**config.mk**
```make
export PLATFORM = sky130hd
export DESIGN_NAME = lsgc_top
export DESIGN_NICKNAME = d
export VERILOG_FILES = /design/src/core/lsgc_pin_drive.v /design/src/core/lsgc_top.v
export VERILOG_INCLUDE_DIRS = /design/src /design/src/core
export SDC_FILE = /design/constraint.sdc
export NUM_CORES = 1
export LEC_CHECK = 0
export BUFFER_PORTS_ARGS = -buffer_cell sky130_fd_sc_hd__buf_2
export CAP_MARGIN = 25
export CORE_AREA = 2 2 68 95
export DETAILED_ROUTE_END_ITERATION = 10
export DIE_AREA = 0 0 70 97
export GPL_ROUTABILITY_DRIVEN = 0
export PLACE_DENSITY = 0.73
export SETUP_SLACK_MARGIN = 0.4
export SLEW_MARGIN = 20
export SYNTH_ARGS = -nofsm -noshare
export SYNTH_HDL_FRONTEND = slang
export SYNTH_SLANG_ARGS = --single-unit
```
**constraint.sdc**
```tcl
create_clock -name core_clk -period 1.89 [get_ports core_clk]
set_clock_uncertainty 0.15 [all_clocks]
set_input_delay 0.189 -clock core_clk [delete_from_list [all_inputs] [get_ports core_clk]]
set_output_delay 0.189 -clock core_clk [all_outputs]
set_load 0.01 [all_outputs]
```
**src/core/lsgc_map.vh**
```
/*
 * Register offsets, field positions, reset values and timing counts for the
 * link status and general-purpose output configuration block.
 * Assumes an 8-bit register port with byte offsets as printed.
 */
`ifndef LSGC_MAP_VH
`define LSGC_MAP_VH

// ----------------------------------------
// Register offsets
// ----------------------------------------
`define LSGC_OFS_RESET_CTRL  8'h03
`define LSGC_OFS_STATUS      8'h0C
`define LSGC_OFS_PAIR_LOW    8'h0D
`define LSGC_OFS_PAIR_HIGH   8'h0E

// ----------------------------------------
// Field positions
// ----------------------------------------
`define LSGC_BIT_ERR_RESET   5
`define LSGC_BIT_RX_LOCK     4
`define LSGC_BIT_SELFTEST    3
`define LSGC_BIT_PCLK        2
`define LSGC_BIT_REMOTE_ERR  1
`define LSGC_BIT_CABLE       0
`define LSGC_BIT_HI_VALUE    7
`define LSGC_BIT_HI_REMOTE   6
`define LSGC_BIT_HI_DIR      5
`define LSGC_BIT_HI_ENABLE   4
`define LSGC_BIT_LO_VALUE    3
`define LSGC_BIT_LO_REMOTE   2
`define LSGC_BIT_LO_ENABLE   0

// ----------------------------------------
// Reset values and write masks
// ----------------------------------------
`define LSGC_RST_PAIR_LOW    8'h55
`define LSGC_RST_PAIR_HIGH   8'h35
`define LSGC_RST_RESET_CTRL  8'h00
`define LSGC_WR_MASK_LOW     8'hDD
`define LSGC_WR_MASK_HIGH    8'hFD
`define LSGC_WR_MASK_CTRL    8'hFF

// ----------------------------------------
// Timing
// ----------------------------------------
`define LSGC_CLK_PERIOD_NS   100
`define LSGC_PCLK_WINDOW_NS  1600
`define LSGC_PCLK_WINDOW_CYC (`LSGC_PCLK_WINDOW_NS / `LSGC_CLK_PERIOD_NS)
`define LSGC_PCLK_MIN_EDGES  4

`endif

```
**src/core/lsgc_pin_drive.v**
```verilog
/*
 * One general-purpose output pin: selects local or remote value; the enable is always local, gated by the direction bit.
 * Assumes the remote value is already synchronised to core_clk.
 */
`default_nettype none
module lsgc_pin_drive (
    input  wire core_clk,     // Core clock
    input  wire resetn,       // Synchronous reset, active low
    input  wire enable,       // Pin enable bit
    input  wire remote_sel,   // Remote control bit
    input  wire dir_input,    // Direction bit, 1 = input
    input  wire local_value,  // Local value bit
    input  wire remote_value, // Value received from remote end
    output reg  pin_o,        // Pin output level
    output reg  pin_oe        // Pin output enable
);
    always @(posedge core_clk) begin
        if (!resetn) begin
            pin_o  <= 1'b0;
            pin_oe <= 1'b0;
        end else begin
            pin_oe <= enable & ~dir_input;
            pin_o  <= remote_sel ? remote_value : local_value;
        end
    end
endmodule // lsgc_pin_drive
`default_nettype wire

```
**src/core/lsgc_top.v**
```verilog
/*
 * Status register and output pin configuration registers of the serializer.
 * Assumes an 8-bit register port with write and read strobes on core_clk,
 * and link condition inputs arriving asynchronously from the analog front end.
 */
`include "lsgc_map.vh"
`default_nettype none
module lsgc_top #(
    parameter PINS = 4  // Number of output pins
) (
    input  wire       core_clk,        // 10 MHz core clock
    input  wire       resetn,          // Synchronous reset, active low
    input  wire       reg_wr,          // Register write strobe
    input  wire       reg_rd,          // Register read strobe
    input  wire [7:0] reg_addr,        // Register offset
    input  wire [7:0] reg_wdata,       // Write data
    output reg  [7:0] reg_rdata,       // Read data, valid cycle after reg_rd
    input  wire       rx_locked,       // Receive path lock, async
    input  wire       selftest_err,    // Self-test check error seen, async
    input  wire       pixel_clk,       // Incoming pixel clock, async
    input  wire       remote_err,      // Check error pulse from remote traffic, async
    input  wire       cable_ok,        // Cable present, async
    input  wire       cable_fault,     // Open, pair short, ground or battery short, async
    input  wire [3:0] remote_gpo,      // Values from remote end, async
    input  wire [3:0] pin_i,           // Pin input levels, async
    output wire [3:0] pin_o,           // Pin output levels
    output wire [3:0] pin_oe           // Pin output enables
);
    // ----------------------------------------
    // Input synchronisers
    // ----------------------------------------
    reg  [9:0] sync1_q;
    reg  [9:0] sync2_q;
    reg        pclk_prev_q;
    reg        rerr_prev_q;
    wire [9:0] raw_in = {pixel_clk, remote_err, cable_fault, cable_ok, selftest_err, rx_locked, remote_gpo};

    always @(posedge core_clk) begin
        if (!resetn) begin
            sync1_q     <= 10'h000;
            sync2_q     <= 10'h000;
            pclk_prev_q <= 1'b0;
            rerr_prev_q <= 1'b0;
        end else begin
            sync1_q     <= raw_in;
            sync2_q     <= sync1_q;
            pclk_prev_q <= sync2_q[9];
            rerr_prev_q <= sync2_q[8];
        end
    end

    wire [3:0] remote_s  = sync2_q[3:0];
    wire       lock_s    = sync2_q[4];
    wire       built_in_self_test_s    = sync2_q[5];
    wire       cable_s   = sync2_q[6];
    wire       fault_s   = sync2_q[7];
    wire       rerr_rise = sync2_q[8] & ~rerr_prev_q;
    wire       pclk_rise = sync2_q[9] & ~pclk_prev_q;

    // ----------------------------------------
    // Pixel clock presence
    // ----------------------------------------
    // Counts sampled rising edges per window; a pixel clock far above the core
    // rate aliases, so this detects activity, not frequency.
    reg [7:0] win_cnt_q;
    reg [7:0] edge_cnt_q;
    reg       pclk_ok_q;

    always @(posedge core_clk) begin
        if (!resetn) begin
            win_cnt_q  <= 8'h00;
            edge_cnt_q <= 8'h00;
            pclk_ok_q  <= 1'b0;
        end else if (win_cnt_q == `LSGC_PCLK_WINDOW_CYC - 1) begin
            win_cnt_q  <= 8'h00;
            edge_cnt_q <= 8'h00;
            pclk_ok_q  <= (edge_cnt_q + {7'h00, pclk_rise}) >= `LSGC_PCLK_MIN_EDGES;
        end else begin
            win_cnt_q  <= win_cnt_q + 8'h01;
            if (pclk_rise && edge_cnt_q != 8'hFF)
                edge_cnt_q <= edge_cnt_q + 8'h01;
        end
    end

    // ----------------------------------------
    // Status flags
    // ----------------------------------------
    reg [7:0] ctrl_q;
    reg       lock_q;
    reg       built_in_self_test_q;
    reg       rerr_q;
    reg       cable_q;
    wire      link_up  = cable_s & ~fault_s;
    wire      err_clr  = ctrl_q[`LSGC_BIT_ERR_RESET] | ~lock_s | ~link_up;
    reg       rerr_d;

    // Clear wins over a new event: the reset bit is a level, so an event
    // landing while it is held must not leave a stale flag behind.
    always @* begin
        rerr_d = rerr_q;
        if (err_clr)
            rerr_d = 1'b0;
        else if (rerr_rise)
            rerr_d = 1'b1;
    end

    // Status is fed from link inputs and the ctrl_q error reset bit, never directly from reg_wdata.
    always @(posedge core_clk) begin
        if (!resetn) begin
            lock_q  <= 1'b0;
            built_in_self_test_q  <= 1'b0;
            rerr_q  <= 1'b0;
            cable_q <= 1'b0;
        end else begin
            lock_q  <= lock_s;
            built_in_self_test_q  <= built_in_self_test_s;
            cable_q <= link_up;
            rerr_q  <= rerr_d;
        end
    end

    wire [7:0] status = {3'b000, lock_q, built_in_self_test_q, pclk_ok_q, rerr_q, cable_q};

    // ----------------------------------------
    // Configuration registers
    // ----------------------------------------
    reg [7:0] pair_lo_q;
    reg [7:0] pair_hi_q;
    reg [7:0] pair_lo_d;
    reg [7:0] pair_hi_d;
    reg [7:0] ctrl_d;
    reg [7:0] rdata_d;

    // ----------------------------------------
    // Register next values
    // ----------------------------------------
    // Writes to the status offset or an unmapped offset change nothing.
    always @* begin
        pair_lo_d = pair_lo_q;
        pair_hi_d = pair_hi_q;
        ctrl_d    = ctrl_q;
        rdata_d   = reg_rdata;
        if (reg_wr) begin
            case (reg_addr)
                `LSGC_OFS_PAIR_LOW:   pair_lo_d = reg_wdata & `LSGC_WR_MASK_LOW;
                `LSGC_OFS_PAIR_HIGH:  pair_hi_d = reg_wdata & `LSGC_WR_MASK_HIGH;
                `LSGC_OFS_RESET_CTRL: ctrl_d    = reg_wdata & `LSGC_WR_MASK_CTRL;
                default:              ctrl_d    = ctrl_q;
            endcase
        end
        if (reg_rd) begin
            case (reg_addr)
                `LSGC_OFS_STATUS:     rdata_d = status;
                `LSGC_OFS_PAIR_LOW:   rdata_d = pair_lo_q;
                `LSGC_OFS_PAIR_HIGH:  rdata_d = pair_hi_q;
                `LSGC_OFS_RESET_CTRL: rdata_d = ctrl_q;
                default:              rdata_d = 8'h00;
            endcase
        end
    end

    // Read data holds until the next read, so a slow master may sample late.
    always @(posedge core_clk) begin
        if (!resetn) begin
            pair_lo_q <= `LSGC_RST_PAIR_LOW;
            pair_hi_q <= `LSGC_RST_PAIR_HIGH;
            ctrl_q    <= `LSGC_RST_RESET_CTRL;
            reg_rdata <= 8'h00;
        end else begin
            pair_lo_q <= pair_lo_d;
            pair_hi_q <= pair_hi_d;
            ctrl_q    <= ctrl_d;
            reg_rdata <= rdata_d;
        end
    end

    // ----------------------------------------
    // Output pins
    // ----------------------------------------
    // Pin 2 field layout mirrors pin 0; only pin 3 has a direction bit.
    wire [7:0] cfg [0:1];
    assign cfg[0] = pair_lo_q;
    assign cfg[1] = pair_hi_q;

    localparam [1:0] FLD_ENABLE = 2'h0;
    localparam [1:0] FLD_REMOTE = 2'h1;
    localparam [1:0] FLD_VALUE  = 2'h2;

    // Odd pins sit in the upper nibble of their pair register.
    function pin_field;
        input [7:0] pair;
        input       upper;
        input [1:0] kind;
        begin
            case (kind)
                FLD_ENABLE: pin_field = upper ? pair[`LSGC_BIT_HI_ENABLE] : pair[`LSGC_BIT_LO_ENABLE];
                FLD_REMOTE: pin_field = upper ? pair[`LSGC_BIT_HI_REMOTE] : pair[`LSGC_BIT_LO_REMOTE];
                default:    pin_field = upper ? pair[`LSGC_BIT_HI_VALUE]  : pair[`LSGC_BIT_LO_VALUE];
            endcase
        end
    endfunction

    genvar g;
    generate
        for (g = 0; g < PINS; g = g + 1) begin : g_pin
            localparam HI = (g % 2) == 1;
            lsgc_pin_drive u_drv (
                .core_clk     (core_clk),
                .resetn       (resetn),
                .enable       (pin_field(cfg[g/2], HI, FLD_ENABLE)),
                .remote_sel   (pin_field(cfg[g/2], HI, FLD_REMOTE)),
                .dir_input    ((g == 3) ? pair_hi_q[`LSGC_BIT_HI_DIR] : 1'b0),
                .local_value  (pin_field(cfg[g/2], HI, FLD_VALUE)),
                .remote_value (remote_s[g]),
                .pin_o        (pin_o[g]),
                .pin_oe       (pin_oe[g])
            );
        end
    endgenerate

    // pin_i is accepted for a future readback of pin 3 when set as input.
    wire unused_pin_i = ^pin_i;
endmodule // lsgc_top
`default_nettype wire

```
==> metrics.log, run 1 <==
INFO  metric final-hold-violation-count = 0
INFO  metric ctsHtreeMaxLevel = 3
INFO  metric run_status = finished clean
INFO  metric setup_violations = 0
INFO  metric switching_share = 0.2278
INFO  metric cellLeakagePower = 1.655 nW
INFO  metric seq_area = approximately 1600 um^2
INFO  metric cap_violations = 0
INFO  metric timing.critical_path.slowest_cell_delay = 0.56 ns
INFO  metric critical_path_required = ~2 ns
INFO  metric detailroute.via_count = 2381
INFO  metric grt_antenna_before_repair = 0
INFO  metric critical_path.slowest_cell = sky130_fd_sc_hd__or4_4
INFO  metric io_pins = 50
INFO  metric slew_of_the_pin_with_the_lowest_slew_margin = approximately 0.37 ns
INFO  metric cts.reportedPaths.clkPinSlew = ~0.08 ns
INFO  metric port_buffers = 45
INFO  metric die_w = ~70 um
INFO  metric category_of_the_critical_setup_timing_path = reg2reg
INFO  metric initialDrtViolationCount = about 150
INFO  metric critical_path.endpoint_type = flip-flop
INFO  metric number_of_global_route_vias_before_repair = 2328
INFO  metric worst-path-max-fanout = 6
INFO  metric final_cells = around 460
INFO  metric critPathLaunchType = flip-flop
INFO  metric global_route.usage.total = 0.1938
INFO  metric area_of_the_mapped_netlist = 3166 um^2
INFO  metric synth.top_cells.by_area = sky130_fd_sc_hd__dfxtp_1, sky130_fd_sc_hd__and2_1, sky130_fd_sc_hd__mux2i_1
INFO  metric chipHeight = just under 100 um
INFO  metric synth.most_common_cell = sky130_fd_sc_hd__dfxtp_1
INFO  metric root_buffer = sky130_fd_sc_hd__clkbuf_8
INFO  metric synth.net_count = 361
INFO  metric drcViolationCount = 0
INFO  metric routed_wirelength = between 5000 and 6000 um
INFO  metric synth.ff_latch_count = 80
INFO  metric drive_above_1_share = 0.2806
INFO  metric number_of_antenna_cells_inserted = 0
INFO  metric place.detailed.hpwl = between 4000 and 5000 um
INFO  metric die-area = approximately 6800 um^2
INFO  metric post-place-cells = roughly 420
INFO  metric vias_per_cell = between 5 and 6
INFO  metric dr.pass1.iters = 4
INFO  metric ys_async_sr_fraction = 0
INFO  metric syn2layout_area_growth = 24.19%
INFO  metric postSynth.topFlopCell = sky130_fd_sc_hd__dfxtp_1
INFO  metric clock_power_share = 0.383
INFO  metric p_seq_frac = 0.551
INFO  metric multi_input_area = 1516 um^2
INFO  metric number_of_buffers_created_by_cts = 9
INFO  metric final.fill_count = approximately 470
INFO  metric gate_count_post_synth = about 320
INFO  metric slew_viol_final = 0
INFO  metric core-area = about 6000 um^2
INFO  metric setup_tns = 0 ns
INFO  metric final_min_period_over_clock_period = 0.8640
INFO  metric clock_sink_count = 80
INFO  metric holdWs = 0.02734 ns
INFO  metric cts_tree = built
INFO  metric layout_min_cycle_time = approximately 1.6 ns
INFO  metric clkLatencyLatePin = 0.35 ns
INFO  metric maxClockFrequency = 0.6124 GHz
INFO  metric netlist-cell-type-count = 40
INFO  metric grt_start_max_net_pins = 23
INFO  metric slew-limit-headroom = 0.7523
INFO  metric grt_overflow_total = 0
INFO  metric setup_repair_after_global_routing_missed_its_margin = true
INFO  metric nNetsFinal = between 400 and 500
INFO  metric yosysSeqAreaShare = 0.5059
INFO  metric path_cells = or4_4, o21ai_4, o21bai_1, a31oi_1
INFO  metric rows = 33
INFO  metric synthesis.yosys.warnings = 0
INFO  metric cts_buffer_depth = 2
INFO  metric final_antenna_net_count = 0
INFO  metric comb_power_share = 0.066
INFO  metric synth-edff-count = 0
INFO  metric routed_wire_length_per_instance = around 13 um
INFO  metric post-route-util = 0.6705
INFO  metric total_power = approximately 3.1 mW
INFO  metric power.net_switching = just over 700 uW
INFO  metric hold_path_class = in2reg
INFO  metric ir_drop = roughly 0.54 mV
INFO  metric synth_top_cells_by_count = sky130_fd_sc_hd__dfxtp_1, sky130_fd_sc_hd__nand2_1, sky130_fd_sc_hd__and2_1
INFO  metric critical_path_arrival = between 1.5 and 2 ns
INFO  metric yosysTopAreaCellShare = 0.5059
INFO  metric synthDominantAreaCellType = sky130_fd_sc_hd__dfxtp_1
INFO  metric grt_first_pass_wirelength = about 11000 um
INFO  metric p_int = 2.430 mW
INFO  metric power.density_cell_area = 800.5 nW/um^2
INFO  metric synth.avg_cell_area = approximately 9.8 um^2
INFO  metric initial_utilization = 0.5399
[placed cells by master, fill, tap and decap left out, types with 8 or more instances in the layout]
master and instances:
sky130_fd_sc_hd__o21ai_2 8, sky130_fd_sc_hd__nand2_1 34, sky130_fd_sc_hd__clkbuf_8 9, sky130_fd_sc_hd__o21ai_0 14
sky130_fd_sc_hd__dlygate4sd3_1 18, sky130_fd_sc_hd__buf_4 13, sky130_fd_sc_hd__mux2i_1 18, sky130_fd_sc_hd__and2_1 29
sky130_fd_sc_hd__nor2_1 11, sky130_fd_sc_hd__dfxtp_1 76, sky130_fd_sc_hd__buf_2 45, sky130_fd_sc_hd__a21oi_1 11
sky130_fd_sc_hd__nand3_1 18
[area by class of cell]
cell class	count	share of cell area
well taps	70	0.02228
clock inverters	6	0.01528
flip-flops and latches	80	0.4087
inverters	2	0.001910
clock buffers	10	0.03246
multi-input cells	216	0.3857
repair buffers	78	0.1337
[sequential cells by signal, indices dropped and copies added, names as in the netlist]
| signal | count |
|---|---|
| built_in_self_test_q | 1 |
| cable_q | 1 |
| ctrl_q | 8 |
| edge_cnt_q | 8 |
| g_pin.u_drv.pin_o | 4 |
| g_pin.u_drv.pin_oe | 4 |
| lock_q | 1 |
| pair_hi_q | 7 |
| pair_lo_q | 6 |
| pclk_ok_q | 1 |
| pclk_prev_q | 1 |
| reg_rdata | 8 |
| rerr_prev_q | 1 |
| rerr_q | 1 |
| sync1_q | 10 |
| sync2_q | 10 |
| win_cnt_q | 8 |
[per-layer routing]
layer | share of wire | track usage | up-vias
li1 | - | - | 1231
met1 | 0.44 | 0.2194 | 1093
met2 | 0.50 | 0.3436 | 46
met3 | 0.034 | 0.03750 | 11
met4 | 0.019 | 0.09172 | 0
met5 | 0 | 0 | -
[worst max-delay path: cells and delay by family, from the launching register on]
kind / cells / cell delay, ns
and+or+nand+nor: 1 / 0.56
AOI/OAI and AO/OA: 3 / 0.47
DFF: 1 / 0.33
[stage by stage]
stage | cell area [um^2] | setup slack (ns)
finish | 3931 | 0.2571
global route | 3931 | 0.2253
CTS | 3896 | 0.3054
detailed placement | 3447 | 0.1978
global placement | 3447 | 0.2139
floorplan | 3203 | 0.3823
[final timing paths]
kind / from / end / slack, ns / depth (start not counted)
worst min-delay path: reg_rd / reg_rdata[4] / 0.03 / 3
worst max register to register: win_cnt_q[5] / edge_cnt_q[3] / 0.26 / 4
worst min register to register: sync1_q[9] / sync2_q[9] / 0.28 / 1
worst max-delay path: win_cnt_q[5] / edge_cnt_q[3] / 0.26 / 4
[cells by family after synthesis]
family	count (synthesis)	share of synthesized area
xor+xnor	6	0.01660
mux	18	0.05692
fa+ha+maj	5	0.01976
simple gates	140	0.2522
flops	80	0.5059
compound gates	47	0.1016
buf+inv	26	0.04704
[power groups by stage]
stage | sequential (mW) | clock [mW] | combinational [mW]
CTS | 1.73 | 1.23 | 0.206
global route | 1.74 | 1.31 | 0.231
detailed placement | 1.77 | 0 | 0.169
finish | 1.73 | 1.20 | 0.208
global placement | 1.77 | 0 | 0.165
floorplan | 1.77 | 0 | 0.106
[repair_timing]
item | in CTS | in global routing
resized for setup | 12 | 9
cloned | 0 | 0
setup buffers | 6 | 0
hold endpoints to repair | 27 | 0
endpoints found under the setup margin | 16 | 16
hold buffers | 18 | 0
pin swaps | 7 | 1
Note: power is estimated with default switching activity, not from simulation.
==> run 2, diff against run 1 <==
--- a/config.mk
+++ b/config.mk
@@ -6,13 +6,14 @@
 export SDC_FILE = /design/constraint.sdc
 export NUM_CORES = 1
 export LEC_CHECK = 0
+export ABC_AREA = 1
 export BUFFER_PORTS_ARGS = -buffer_cell sky130_fd_sc_hd__buf_2
 export CAP_MARGIN = 25
-export CORE_AREA = 2 2 68 95
+export CORE_AREA = 2 2 68 96
 export DETAILED_ROUTE_END_ITERATION = 10
-export DIE_AREA = 0 0 70 97
+export DIE_AREA = 0 0 70 98
 export GPL_ROUTABILITY_DRIVEN = 0
-export PLACE_DENSITY = 0.73
+export PLACE_DENSITY = 0.74
 export SETUP_SLACK_MARGIN = 0.4
 export SLEW_MARGIN = 20
 export SYNTH_ARGS = -nofsm -noshare
==> metrics.log, run 2 <==
INFO  metric slew_of_the_pin_with_the_lowest_slew_margin = 0.4776 ns (+0.1059 ns)
INFO  metric critPathLaunchType = flip-flop
INFO  metric critical_path_arrival = 1.57 ns (-0.13 ns)
INFO  metric ir_drop = 0.6350 mV (+18%)
INFO  metric initial_utilization = 0.5470 (+0.007111)
INFO  metric synth_top_cells_by_count = sky130_fd_sc_hd__nand2_1, sky130_fd_sc_hd__dfxtp_1, sky130_fd_sc_hd__inv_1
INFO  metric hold_path_class = in2reg
INFO  metric category_of_the_critical_setup_timing_path = reg2reg
INFO  metric cap_violations = 0 (unchanged)
INFO  metric final_antenna_net_count = 0 (unchanged)
INFO  metric yosysTopAreaCellShare = 0.4847 (-0.02126)
INFO  metric clkLatencyLatePin = 0.35 ns (about the same)
INFO  metric dr.pass1.iters = 5 (+1)
INFO  metric seq_area = 1615 um^2 (+0.55%)
INFO  metric critical_path_required = 1.98 ns (+0.02 ns)
INFO  metric routed_wirelength = 7358 um (+23%)
INFO  metric r2r_slack = 0.41 ns (+0.15 ns)
INFO  metric root_buffer = sky130_fd_sc_hd__clkbuf_8
INFO  metric clock_sink_count = 80 (unchanged)
INFO  metric maxClockFrequency = 0.6757 GHz (+10%)
INFO  metric critical_path.endpoint_type = flip-flop
INFO  metric io_pins = 50 (unchanged)
INFO  metric number_of_global_route_vias_before_repair = 2619 (+13%)
INFO  metric number_of_antenna_cells_inserted = 0 (unchanged)
INFO  metric synthDominantAreaCellType = sky130_fd_sc_hd__dfxtp_1
INFO  metric reg2reg_from = win_cnt_q[0]
INFO  metric number_of_buffers_created_by_cts = 9 (unchanged)
INFO  metric initialDrtViolationCount = 168 (+14%)
INFO  metric cts_tree = built
INFO  metric setup_violations = 0 (unchanged)
INFO  metric drive_above_1_share = 0.2510 (-0.02961)
INFO  metric syn2layout_area_growth = 26.20%
INFO  metric min_to = pair_lo_q[7]
INFO  metric grt_antenna_before_repair = 0 (unchanged)
INFO  metric chipHeight = 98 um (+1.0%)
INFO  metric synth.ff_latch_count = 80 (unchanged)
INFO  metric worstRegToRegCells = 9 (+5)
INFO  metric multi_input_area = 1433 um^2 (-5.5%)
INFO  metric layout.cells.most_common_list = sky130_fd_sc_hd__nand2_1, sky130_fd_sc_hd__dfxtp_1, sky130_fd_sc_hd__inv_1
INFO  metric synthesis.yosys.warnings = 0 (unchanged)
INFO  metric synth-edff-count = 0 (unchanged)
INFO  metric area_of_the_mapped_netlist = 3304 um^2 (+4.4%)
INFO  metric routed_wire_length_per_instance = 12.91 um (-0.54%)
INFO  metric layout_top_registers = sync1_q x10, sync2_q x10
INFO  metric reg2reg_to = edge_cnt_q[7]
INFO  metric die_w = 70 um (unchanged)
INFO  metric final.fill_count = 473 (+1.1%)
INFO  metric power.net_switching = 760.7 uW (+6.1%)
INFO  metric cts.reportedPaths.clkPinSlew = 0.08 ns (about the same)
INFO  metric grt_overflow_total = 0 (unchanged)
INFO  metric ctsHtreeMaxLevel = 3 (unchanged)
INFO  metric setup_repair_after_global_routing_missed_its_margin = false
INFO  metric nNetsFinal = 533 (+25%)
INFO  metric slew_viol_final = 0 (unchanged)
INFO  metric slew-limit-headroom = 0.6816 (-0.07063)
INFO  metric cts_buffer_depth = 2 (unchanged)
INFO  metric synth.avg_cell_area = 7.739 um^2 (-21%)
INFO  metric drcViolationCount = 0 (unchanged)
INFO  metric layout_min_cycle_time = 1.480 ns (-0.1530 ns)
INFO  metric switching_share = 0.2121 (-0.01575)
INFO  metric yosysSeqAreaShare = 0.4847 (-0.02126)
INFO  metric final_min_period_over_clock_period = 0.7830 (-0.08097)
INFO  metric cellLeakagePower = 1.980 nW (+20%)
INFO  metric dpl_worst_slack = 0.1888 ns (-0.008958 ns)
INFO  metric synth.most_common_cell = sky130_fd_sc_hd__nand2_1
INFO  metric postSynth.topFlopCell = sky130_fd_sc_hd__dfxtp_1
INFO  metric grt_first_pass_wirelength = 11550 um (+9.6%)
INFO  metric vias_per_cell = 4.965 (-3.7%)
INFO  metric worstHoldStart = reg_wr
INFO  metric detailroute.via_count = 2830 (+19%)
INFO  metric p_seq_frac = 0.483 (-0.068)
INFO  metric final-hold-violation-count = 0 (unchanged)
INFO  metric netlist-cell-type-count = 32 (-20%)
INFO  metric core-area = 6041 um^2 (+3.0%)
INFO  metric global_route.usage.total = 0.2140 (+0.02028)
INFO  metric rows = 34 (+3.0%)
INFO  metric clock_power_share = 0.455 (+0.072)
INFO  metric synth.top_cells.by_area = sky130_fd_sc_hd__dfxtp_1, sky130_fd_sc_hd__nand2_1, sky130_fd_sc_hd__inv_1
INFO  metric port_buffers = 45 (unchanged)
INFO  metric gate_count_post_synth = 427 (+33%)
INFO  metric layout.cells.most_common = sky130_fd_sc_hd__nand2_1
INFO  metric worst-path-max-fanout = 6 (unchanged)
INFO  metric grt_start_max_net_pins = 52 (+130%)
INFO  metric min_path_cells = 3 (unchanged)
INFO  metric timing.final.ws_setup = 0.4101 ns (+0.1530 ns)
INFO  metric ys_async_sr_fraction = 0 (unchanged)
INFO  metric die-area = 6860 um^2 (+1.0%)
INFO  metric p_int = 2.826 mW (+16%)
INFO  metric post-place-cells = 527 (+25%)
INFO  metric synth.net_count = 466 (+29%)
INFO  metric setup_tns = 0 ns (unchanged)
INFO  metric run_status = finished clean
INFO  metric holdWs = 0.07979 ns (+0.05245 ns)
INFO  metric power.density_cell_area = 860.0 nW/um^2 (+7.4%)
INFO  metric place.detailed.hpwl = 4588 um (+14%)
INFO  metric comb_power_share = 0.061 (-0.005)
INFO  metric final_cells = 570 (+23%)
==> run 2: worst max-delay path by stage <==
stage | from | endpoint | slack, ns | cells past startpoint
finish | win_cnt_q[0] | edge_cnt_q[7] | 0.41 | 9
global route | win_cnt_q[0] | edge_cnt_q[0] | 0.33 | 8
CTS | win_cnt_q[0] | edge_cnt_q[6] | 0.40 | 8
detailed placement | win_cnt_q[0] | win_cnt_q[7] | 0.19 | 8
global placement | win_cnt_q[0] | win_cnt_q[7] | 0.26 | 8
floorplan | sync2_q[9] | pclk_ok_q | 0.45 | 7
==> run 2: timing repair <==
item / 4_1_cts / 5_1_grt
pin swaps: 5 / 6
setup endpoints to repair: 17 / 16
endpoints found under the hold margin: 31 / 0
gates resized for setup: 20 / 24
buffers inserted: 2 / 6
hold buffers: 19 / 0
cloned: 0 / 1
==> run 2: cell families after synthesis <==
| logic type | after synthesis | synth area share |
|---|---|---|
| adder cells (fa/ha/maj) | 5 | 0.01893 |
| AND/OR/NAND/NOR | 193 | 0.2764 |
| buffers and inverters | 88 | 0.1178 |
| flip-flops | 80 | 0.4847 |
| AO/OA/AOI/OAI | 56 | 0.08898 |
| XOR/XNOR | 5 | 0.01325 |
==> run 2: per-stage QoR <==
stage / instance area [um^2] / power [mW] / util
after global placement: 3510 / 1.932 / 0.5810
after CTS: 4044 / 3.577 / 0.6694
after detailed placement: 3510 / 1.937 / 0.5810
after floorplan: 3304 / 1.883 / -
after global routing: 4170 / 3.697 / 0.6903
final: 4170 / 3.587 / 0.6903
==> run 2: critical path: stages (launching register included) <==
cell	delay [ns]
sky130_fd_sc_hd__dfxtp_2	0.35
sky130_fd_sc_hd__ha_2	0.19
sky130_fd_sc_hd__nand2_2	0.06
sky130_fd_sc_hd__inv_2	0.09
sky130_fd_sc_hd__nand2_4	0.06
sky130_fd_sc_hd__nor2_4	0.15
sky130_fd_sc_hd__nor2_4	0.08
sky130_fd_sc_hd__buf_6	0.13
sky130_fd_sc_hd__inv_6	0.07
sky130_fd_sc_hd__a21oi_1	0.04
==> run 2: cell type report <==
class                   count  area share
flip-flops and latches     80      0.3873
clock buffers              10     0.03060
well taps                  72     0.02160
multi-input cells         259      0.3435
clock inverters             5     0.03090
repair buffers             74      0.1194
repair inverters            1    0.002100
inverters                  69     0.06451
==> run 2: power by group through the flow <==
stage / Sequential (mW) / Clock [mW] / Combinational [mW]
floorplan: 1.77 / 0 / 0.112
global placement: 1.77 / 0 / 0.160
detailed placement: 1.77 / 0 / 0.164
CTS: 1.73 / 1.64 / 0.201
global route: 1.74 / 1.72 / 0.242
finish: 1.73 / 1.63 / 0.220
==> run 2: per-layer routing <==
| metal | wire [um] | vias to the layer above | part of all wire | global-route usage |
|---|---|---|---|---|
| met3 | 340 | 15 | 0.046 | 0.06089 |
| met2 | 3938 | 81 | 0.54 | 0.3875 |
| li1 | - | 1458 | - | - |
| met4 | 157 | 0 | 0.021 | 0.09763 |
| met1 | 2921 | 1276 | 0.40 | 0.2266 |
| met5 | 0 | - | 0 | 0 |
